`src/hw/adc_readout_pkg.sv`:
```
// constants for the converter-side serial readout block
package adc_readout_pkg;
    localparam int WORD_BITS = 24;
    localparam int FRAME_WORDS = 10;
    localparam int CHANNELS = 8;
    localparam int OSR_DEFAULT = 512;
    localparam int MOD_DIV_DEFAULT = 4;
    localparam logic [23:0] NOOP_CMD = 24'h000000;
    localparam logic [7:0] STATUS_RESET = 8'h05;
    localparam logic [15:0] CRC_INIT = 16'hFFFF;
    localparam logic [15:0] CRC_POLY = 16'h1021;
    localparam logic [3:0] CRC_WORD_IDX = 4'h9;
endpackage : adc_readout_pkg

```
`src/hw/adc_frame_readout.sv`:
```
// converter-side serial readout: sample clock, data-ready and ten-word frames
// Function
// RQ1 - new sample set every oversampling period
// RQ2 - data-ready low on new samples; host starts
// RQ3 - host latches old set, lowers select
// RQ4 - frame is ten words of three bytes
// RQ5 - host sends all-zero no-operation command
// RQ6 - no-operation keeps configuration and state unchanged
// RQ7 - first word replies to previous command
// RQ8 - no-operation reply is status; host discards
// RQ9 - host sends zero dummy bytes after command
// RQ10 - channel 0 then channels 1-7 in order
// RQ11 - last word holds 16-bit crc, padded
// RQ12 - host clocks the padding byte too
// RQ13 - conversion continues during frame transfer
// RQ14 - host removes dc from signed samples
// RQ15 - host accumulates in 64-bit sums
// RQ16 - host flags result after mains cycles
// RQ17 - host swaps two accumulator sets
// RQ18 - host tracks period at zero crossings
// RQ19 - host swaps one-cycle rms sets
// RQ20 - host zero-crossing pin gated by threshold
// RQ21 - host keeps zero-crossing pin off leds
// RQ22 - host accumulates squares and products
// RQ23 - host raises select after thirtieth byte
module adc_frame_readout
    import adc_readout_pkg::*;
#(
    parameter int OVERSAMPLING_RATIO = OSR_DEFAULT,
    parameter int MOD_DIV = MOD_DIV_DEFAULT
) (
    input wire logic sys_clk,
    input wire logic resetn,
    input wire logic [CHANNELS*WORD_BITS-1:0] sample_in,
    input wire logic spi_sclk,
    input wire logic spi_cs_n,
    input wire logic spi_mosi,
    output logic spi_miso,
    output logic sample_avail_n,
    output logic [WORD_BITS-1:0] last_cmd_q,
    output logic frame_done_q
);
    localparam int CW = $clog2(OVERSAMPLING_RATIO);
    localparam int DW = $clog2(MOD_DIV) + 1;
    localparam int FRAME_BITS = FRAME_WORDS * WORD_BITS;

    initial begin
        if (OVERSAMPLING_RATIO < 2 || MOD_DIV < 1) begin
            $error("adc_frame_readout: bad OVERSAMPLING_RATIO or MOD_DIV");
        end
    end

    function automatic logic [15:0] crc_step(input logic [15:0] c, input logic b);
        crc_step = {c[14:0], 1'b0} ^ ((c[15] ^ b) ? CRC_POLY : 16'h0000);
    endfunction : crc_step

    // pin synchronisers
    logic [1:0] sclk_s, cs_s, mosi_s;
    logic sclk_prev;
    always_ff @(posedge sys_clk) begin
        if (!resetn) begin
            sclk_s <= 2'h0;
            cs_s <= 2'h3;
            mosi_s <= 2'h0;
            sclk_prev <= 1'b0;
        end else begin
            sclk_s <= {sclk_s[0], spi_sclk};
            cs_s <= {cs_s[0], spi_cs_n};
            mosi_s <= {mosi_s[0], spi_mosi};
            sclk_prev <= sclk_s[1];
        end
    end
    wire sel = !cs_s[1];
    wire sclk_rise = sel && sclk_s[1] && !sclk_prev;
    wire sclk_fall = sel && !sclk_s[1] && sclk_prev;

    // modulator clock enable and oversampling counter
    logic [DW-1:0] div_q;
    logic [CW-1:0] osr_q;
    wire mod_tick = (div_q == DW'(MOD_DIV - 1));
    wire conv_done = mod_tick && (osr_q == CW'(OVERSAMPLING_RATIO - 1));
    // RQ1 oversampling period count
    always_ff @(posedge sys_clk) begin
        if (!resetn) begin
            div_q <= '0;
            osr_q <= '0;
        end else begin
            div_q <= mod_tick ? '0 : div_q + DW'(1);
            if (mod_tick) begin
                osr_q <= (osr_q == CW'(OVERSAMPLING_RATIO - 1)) ? '0 : osr_q + CW'(1);
            end
        end
    end

    // RQ13 capture independent of frame
    logic [CHANNELS*WORD_BITS-1:0] conv_q;
    always_ff @(posedge sys_clk) begin
        if (!resetn) begin
            conv_q <= '0;
        end else if (conv_done) begin
            conv_q <= sample_in;
        end
    end

    // frame state
    logic [FRAME_BITS-1:0] shift_q;
    logic [8:0] bit_q;
    logic [WORD_BITS-1:0] cmd_q;
    logic [WORD_BITS-1:0] status_q;
    logic sel_prev;
    wire frame_start = sel && !sel_prev;
    wire frame_end = !sel && sel_prev;

    // RQ2 data-ready low on new set, high when select falls
    always_ff @(posedge sys_clk) begin
        if (!resetn) begin
            sample_avail_n <= 1'b1;
        end else if (conv_done) begin
            sample_avail_n <= 1'b0;
        end else if (frame_start) begin
            sample_avail_n <= 1'b1;
        end
    end

    // RQ7 reply word built from previous command
    // RQ8 no-operation reply is status
    // RQ10 channels follow in order
    // RQ11 crc in upper 16 bits, zero pad
    logic [FRAME_BITS-1:0] frame_img;
    always_comb begin
        logic [15:0] c;
        c = CRC_INIT;
        frame_img = {(cmd_q == NOOP_CMD) ? status_q : cmd_q, conv_q, 24'h000000};
        for (int i = FRAME_BITS - 1; i >= WORD_BITS; i--) begin
            c = crc_step(c, frame_img[i]);
        end
        frame_img[WORD_BITS-1:0] = {c, 8'h00};
    end

    // RQ4 ten words of 24 bits shifted
    always_ff @(posedge sys_clk) begin
        if (!resetn) begin
            sel_prev <= 1'b0;
            shift_q <= '0;
            bit_q <= '0;
            spi_miso <= 1'b0;
        end else begin
            sel_prev <= sel;
            if (frame_start) begin
                shift_q <= {frame_img[FRAME_BITS-2:0], 1'b0};
                spi_miso <= frame_img[FRAME_BITS-1];
                bit_q <= '0;
            end else if (sclk_fall && bit_q < 9'(FRAME_BITS)) begin
                spi_miso <= shift_q[FRAME_BITS-1];
                shift_q <= {shift_q[FRAME_BITS-2:0], 1'b0};
            end
            if (sclk_rise && bit_q < 9'(FRAME_BITS)) begin
                bit_q <= bit_q + 9'h001;
            end
        end
    end

    // RQ6 command captured; no-operation changes nothing else
    logic [WORD_BITS-1:0] cmd_sr;
    always_ff @(posedge sys_clk) begin
        if (!resetn) begin
            cmd_sr <= '0;
            cmd_q <= NOOP_CMD;
            status_q <= {16'h0000, STATUS_RESET};
            last_cmd_q <= NOOP_CMD;
            frame_done_q <= 1'b0;
        end else begin
            frame_done_q <= frame_end && bit_q == 9'(FRAME_BITS);
            if (sclk_rise && bit_q < 9'(WORD_BITS)) begin
                cmd_sr <= {cmd_sr[WORD_BITS-2:0], mosi_s[1]};
            end
            if (frame_end && bit_q >= 9'(WORD_BITS)) begin
                cmd_q <= cmd_sr;
                last_cmd_q <= cmd_sr;
            end
        end
    end

    // RQ2 data-ready falls one cycle after conversion
    a_sample_avail_n_fall: assert property (@(posedge sys_clk) disable iff (!resetn)
        conv_done && !frame_start |=> !sample_avail_n) // RQ2
        else $error("data-ready did not fall");
    a_osr_period: assert property (@(posedge sys_clk) disable iff (!resetn)
        conv_done |=> !conv_done [*2]) // RQ1
        else $error("conversion too soon");
    a_capture_ovl: assert property (@(posedge sys_clk) disable iff (!resetn)
        conv_done |=> conv_q == $past(sample_in)) // RQ13
        else $error("sample not captured");
    a_bit_bound: assert property (@(posedge sys_clk) disable iff (!resetn)
        bit_q <= 9'(FRAME_BITS)) // RQ4
        else $error("frame bit count overrun");
    a_noop_keep: assert property (@(posedge sys_clk) disable iff (!resetn)
        frame_end && cmd_sr == NOOP_CMD && bit_q >= 9'(WORD_BITS) |=> status_q == $past(status_q)) // RQ6
        else $error("no-operation changed state");
    a_first_bit: assert property (@(posedge sys_clk) disable iff (!resetn)
        frame_start |=> spi_miso == $past(frame_img[FRAME_BITS-1])) // RQ7
        else $error("reply bit wrong");
    a_crc_pad: assert property (@(posedge sys_clk) disable iff (!resetn)
        frame_img[7:0] == 8'h00) // RQ11
        else $error("crc padding not zero");
    a_ch0_place: assert property (@(posedge sys_clk) disable iff (!resetn)
        frame_img[FRAME_BITS-WORD_BITS-1 -: WORD_BITS] == conv_q[CHANNELS*WORD_BITS-1 -: WORD_BITS]) // RQ10
        else $error("channel order wrong");
    a_sample_avail_n_hold: assert property (@(posedge sys_clk) disable iff (!resetn)
        !sample_avail_n && !frame_start |=> !sample_avail_n) // RQ2
        else $error("data-ready rose without a frame");
    a_done_pulse: assert property (@(posedge sys_clk) disable iff (!resetn)
        frame_done_q |=> !frame_done_q) // RQ4
        else $error("done pulse too long");
    a_cmd_update: assert property (@(posedge sys_clk) disable iff (!resetn)
        frame_end && bit_q >= 9'(WORD_BITS) |=> last_cmd_q == $past(cmd_sr)) // RQ7
        else $error("command not taken");
    c_frame: cover property (@(posedge sys_clk) frame_done_q);
    c_noop: cover property (@(posedge sys_clk) frame_end && cmd_sr == NOOP_CMD);
    c_conv: cover property (@(posedge sys_clk) conv_done && sel);
    c_cmd: cover property (@(posedge sys_clk) frame_end && cmd_sr != NOOP_CMD);
endmodule : adc_frame_readout

```
`config.mk`:
```
export PLATFORM = sky130hd
export DESIGN_NAME = adc_frame_readout
export DESIGN_NICKNAME = d
export VERILOG_FILES = /design/src/hw/adc_readout_pkg.sv /design/src/hw/adc_frame_readout.sv
export SDC_FILE = /design/constraint.sdc
export NUM_CORES = 1
export LEC_CHECK = 0
export BUFFER_PORTS_ARGS = -buffer_cell sky130_fd_sc_hd__buf_2
export CAP_MARGIN = 40
export CORE_MARGIN = 1.5
export CORE_UTILIZATION = 63
export CTS_BUF_LIST = sky130_fd_sc_hd__clkbuf_4 sky130_fd_sc_hd__clkbuf_8
export DETAILED_ROUTE_END_ITERATION = 7
export HOLD_SLACK_MARGIN = 0.08
export PLACE_DENSITY = 0.83
export SYNTH_ARGS = -nofsm -noshare
export SYNTH_HDL_FRONTEND = slang
export SYNTH_SLANG_ARGS = --single-unit
```
`constraint.sdc`:
```
create_clock -name sys_clk -period 13.6 [get_ports sys_clk]
set_input_delay 1.36 -clock sys_clk [delete_from_list [all_inputs] [get_ports sys_clk]]
set_output_delay 1.36 -clock sys_clk [all_outputs]
set_load 0.005 [all_outputs]
```
==> flow_metrics.py <==
metrics = {
    "clock_tree": {
        "insertion_delay_ps": 680,
        "cts.reportedPaths.clkPinSlew_ps": 60,
        "cts_tree": "built",
        "cts_hold_buf": 0,
        "clkSinkCount": 503,
        "cts_buffer_depth": 3,
        "cts_setup_buffers": 0,
        "cts_root_buf": "clkbuf_8",
        "cts.htree.levels": 3,
        "cts_resized": 0,
        "cts_buffers": 82,
    },
    "grt": {
        "antenna_found_initial": 0,
        "grt_util_all_layers_pct": 29.5,
        "grt_pass1_vias": 20400,
        "grt_pass1_wl_um": 109000,
        "grt-ovfl-total": 0,
        "grt_max_degree": 219,
    },
    "cells_and_area": {
        "regArea_um2": 10100,
        "multi_input_area_um2": 17600,
        "final_nets": 3064,
        "diodes": 0,
        "fillers": 3215,
        "syn_to_final_growth_pct": 10.9,
        "drive_gt1_share_pct": 16.1,
    },
    "floorplan": {
        "dieArea_um2": 46500,
        "die_h_um": 216,
        "top_level_ports": 224,
        "start_util_pct": 64.1,
        "core_um2": 44400,
        "die_w_um": 216,
        "rows": 77,
    },
    "setup_path": {
        "crit_path_end_kind": "register",
        "worstSetupStartpointType": "register",
        "critPathRequiredTime_ps": 14200,
        "critPathMaxFanout": 9,
        "regToRegSetupSlack_ps": 2460,
        "crit_type": "reg2reg",
        "crit_arrival_ps": 11740,
    },
    "place": {
        "pre_cts_ws_ps": 2510,
        "gp_congestion": 0.939,
        "dp_hpwl_um": 49900,
        "port_buffers": 223,
    },
    "routing": {
        "dr.pass1.iters": 8,
        "totalWireLength_um": 69000,
        "post_drt_wl_per_cell_um": 19.7,
        "viasPerCell": 6.02,
        "route.vias.total": 21200,
        "ant_nets": 0,
        "drc_errors": 18,
        "drt-initial-drc-count": 2782,
    },
    "timing": {
        "rsz0062_at_grt": "false",
        "setup_ws_ps": 2460,
        "finalSetupTns_ps": 0,
        "worst_slew_pin_slew_ps": 1190,
        "slew_violations": 0,
        "slew_headroom_pct": 20.7,
        "fmax_mhz": 89.8,
        "fin_crit_ps": 11140,
        "final-setup-viol-count": 0,
        "skew_ps": 26.3,
        "finalHoldViolations": 0,
        "period_share_pct": 81.9,
    },
    "hold_path": {
        "hp-class": "reg2reg",
    },
    "power": {
        "p_clk_share_pct": 46.7,
        "pwr-share-seq_pct": 50.3,
        "power.leakage_nw": 13.4,
        "ir_worst_vdd_v": 0.000102,
        "switching_power_uw": 661,
        "intPower_mw": 2.29,
        "combinationalPowerShare_pct": 3.0,
        "powerDensity_nw_per_um2": 93.5,
        "swShare_pct": 22.4,
    },
    "run_status": {
        "violations": "DRC",
        "status": "complete, but fails checks",
    },
    "synthesis": {
        "synth_area_leaders": "dfxtp_1, xnor3_1, xnor2_1",
        "syn_inst": 2739,
        "synth_edf_count": 0,
        "yosysSeqAreaShare_pct": 35.4,
        "yosys_warnings": 0,
        "syn_nets": 2942,
        "ys_seq_elements": 503,
        "synthFlopType": "dfxtp_1",
        "ys_types": 48,
        "synth_most_common_cell": "dfxtp_1",
        "syn_area_um2": 28500,
        "yosys.area.top_type_share_pct": 35.4,
        "avgSynthCellArea_um2": 10.4,
        "yosys-top-cells-count": "dfxtp_1, nand2_1, nor2_1",
        "synth_area_leader_cell": "dfxtp_1",
        "ys_async_sr_fraction_pct": 0,
    },
    "flow_run": {
        "maxCapViolCount": 0,
    },
}
[power by group through the flow]
| stage | combinational [mW] | clock, mW | sequential [mW] |
|---|---|---|---|
| after floorplan | 0.0470 | 0 | 1.51 |
| after global placement | 0.0812 | 0 | 1.52 |
| after detailed placement | 0.0874 | 0 | 1.52 |
| after CTS | 0.0881 | 1.40 | 1.48 |
| after global routing | 0.0972 | 1.46 | 1.48 |
| final | 0.0887 | 1.38 | 1.48 |
[flip-flops by register name, summed over array words and instances, names as in the netlist, 3 cells and up]
signal,count
cmd_q,24
conv_q,192
bit_q,9
div_q,3
shift_q,231
osr_q,9
cmd_sr,24
[worst paths after layout]
path                                             start                       end  cells after the start
worst max-delay path            cmd_q[16]$_SDFFE_PN0P_  shift_q[22]$_SDFFE_PN0P_                     26
worst min-delay path                cs_s[0]$_SDFF_PN1_        cs_s[1]$_SDFF_PN1_                      1
worst max register to register  cmd_q[16]$_SDFFE_PN0P_  shift_q[22]$_SDFFE_PN0P_                     26
worst min register to register      cs_s[0]$_SDFF_PN1_        cs_s[1]$_SDFF_PN1_                      1
[cells by family (layout without fill, tap and decap cells)]
| family | after synthesis | in the layout | synth area share [%] |
|---|---|---|---|
| compound gates | 474 | 474 | 12.3 |
| flops | 503 | 503 | 35.4 |
| fa+ha+maj | 6 | 6 | 0.264 |
| mux | 26 | 26 | 0.914 |
| xor+xnor | 713 | 713 | 37.2 |
| simple gates | 807 | 807 | 11.1 |
| buf+inv | 210 | 392 | 2.84 |
[worst max-delay path, stage by stage, from the launching register on]
cell,delay [ps]
dfxtp_1,520
xnor3_2,500
xnor3_2,500
xnor3_2,490
xnor2_2,270
xnor3_1,430
xnor3_2,290
xnor3_1,470
xnor2_1,230
xnor3_2,530
xnor3_1,630
xnor2_1,450
xnor3_1,310
xnor3_1,430
xnor3_2,500
xnor3_2,480
xnor3_1,450
xnor3_2,500
xor3_2,480
xor2_2,310
xnor3_1,490
xnor2_2,260
xnor3_2,530
xnor3_2,450
xnor2_1,210
nor2_1,60
a311oi_1,240
[per-layer routing]
metal | vias to the layer above | global-route usage (%) | share of wire, %
li1 | 9863 | - | -
met1 | 10200 | 39.5 | 41
met2 | 939 | 50.2 | 49
met3 | 103 | 4.99 | 8.0
met4 | 0 | 7.04 | 1.6
met5 | - | 0 | 0
[placed cells by master, fill, tap and decap left out, types with 3 or more instances in the layout]
cell type   count
a222oi_1      206
clkinv_2        8
clkbuf_4       25
clkinvlp_4      3
nor2_1        292
xnor2_2        19
and2_1          6
xnor2_4         5
nand4_1         5
nand2b_1        4
buf_16          4
xnor2_1       292
a311oi_1        4
xor2_2         11
xnor3_1       199
o221ai_1       15
dfxtp_1       503
buf_4          12
nand2_1       465
a21oi_1       232
inv_1           5
nor4_1          5
o21ai_0         8
ha_1            6
nand3_1         8
xnor3_2        31
inv_6           3
mux2i_1        26
buf_12          3
xor2_1        102
buf_2         223
xor3_1         45
xor3_2          8
and3_1          5
clkbuf_8      101
[metrics by stage]
step / instance area, um^2 / std cells / utilization [%] / hold WS [ps] / power, mW
finish: 31600 / 3513 / 71.1 / 422 / 2.95
global placement: 29700 / 3363 / 66.8 / 401 / 1.60
global route: 31600 / 3513 / 71.1 / 436 / 3.05
detailed placement: 29800 / 3369 / 67.2 / 401 / 1.60
floorplan: 28500 / 2739 / - / 386 / 1.56
CTS: 31600 / 3513 / 71.1 / 426 / 2.97
[final cells by class]
| class | count | share of cell area, % |
|---|---|---|
| Multi-Input combinational cell | 2026 | 55.8 |
| Sequential cell | 503 | 31.9 |
| Clock buffer | 126 | 5.00 |
| Timing Repair Buffer | 242 | 4.36 |
| Tap cell | 592 | 2.35 |
| Clock inverter | 18 | 0.527 |
| Inverter | 6 | 0.0951 |
Note: power is estimated with default switching activity, not from simulation.
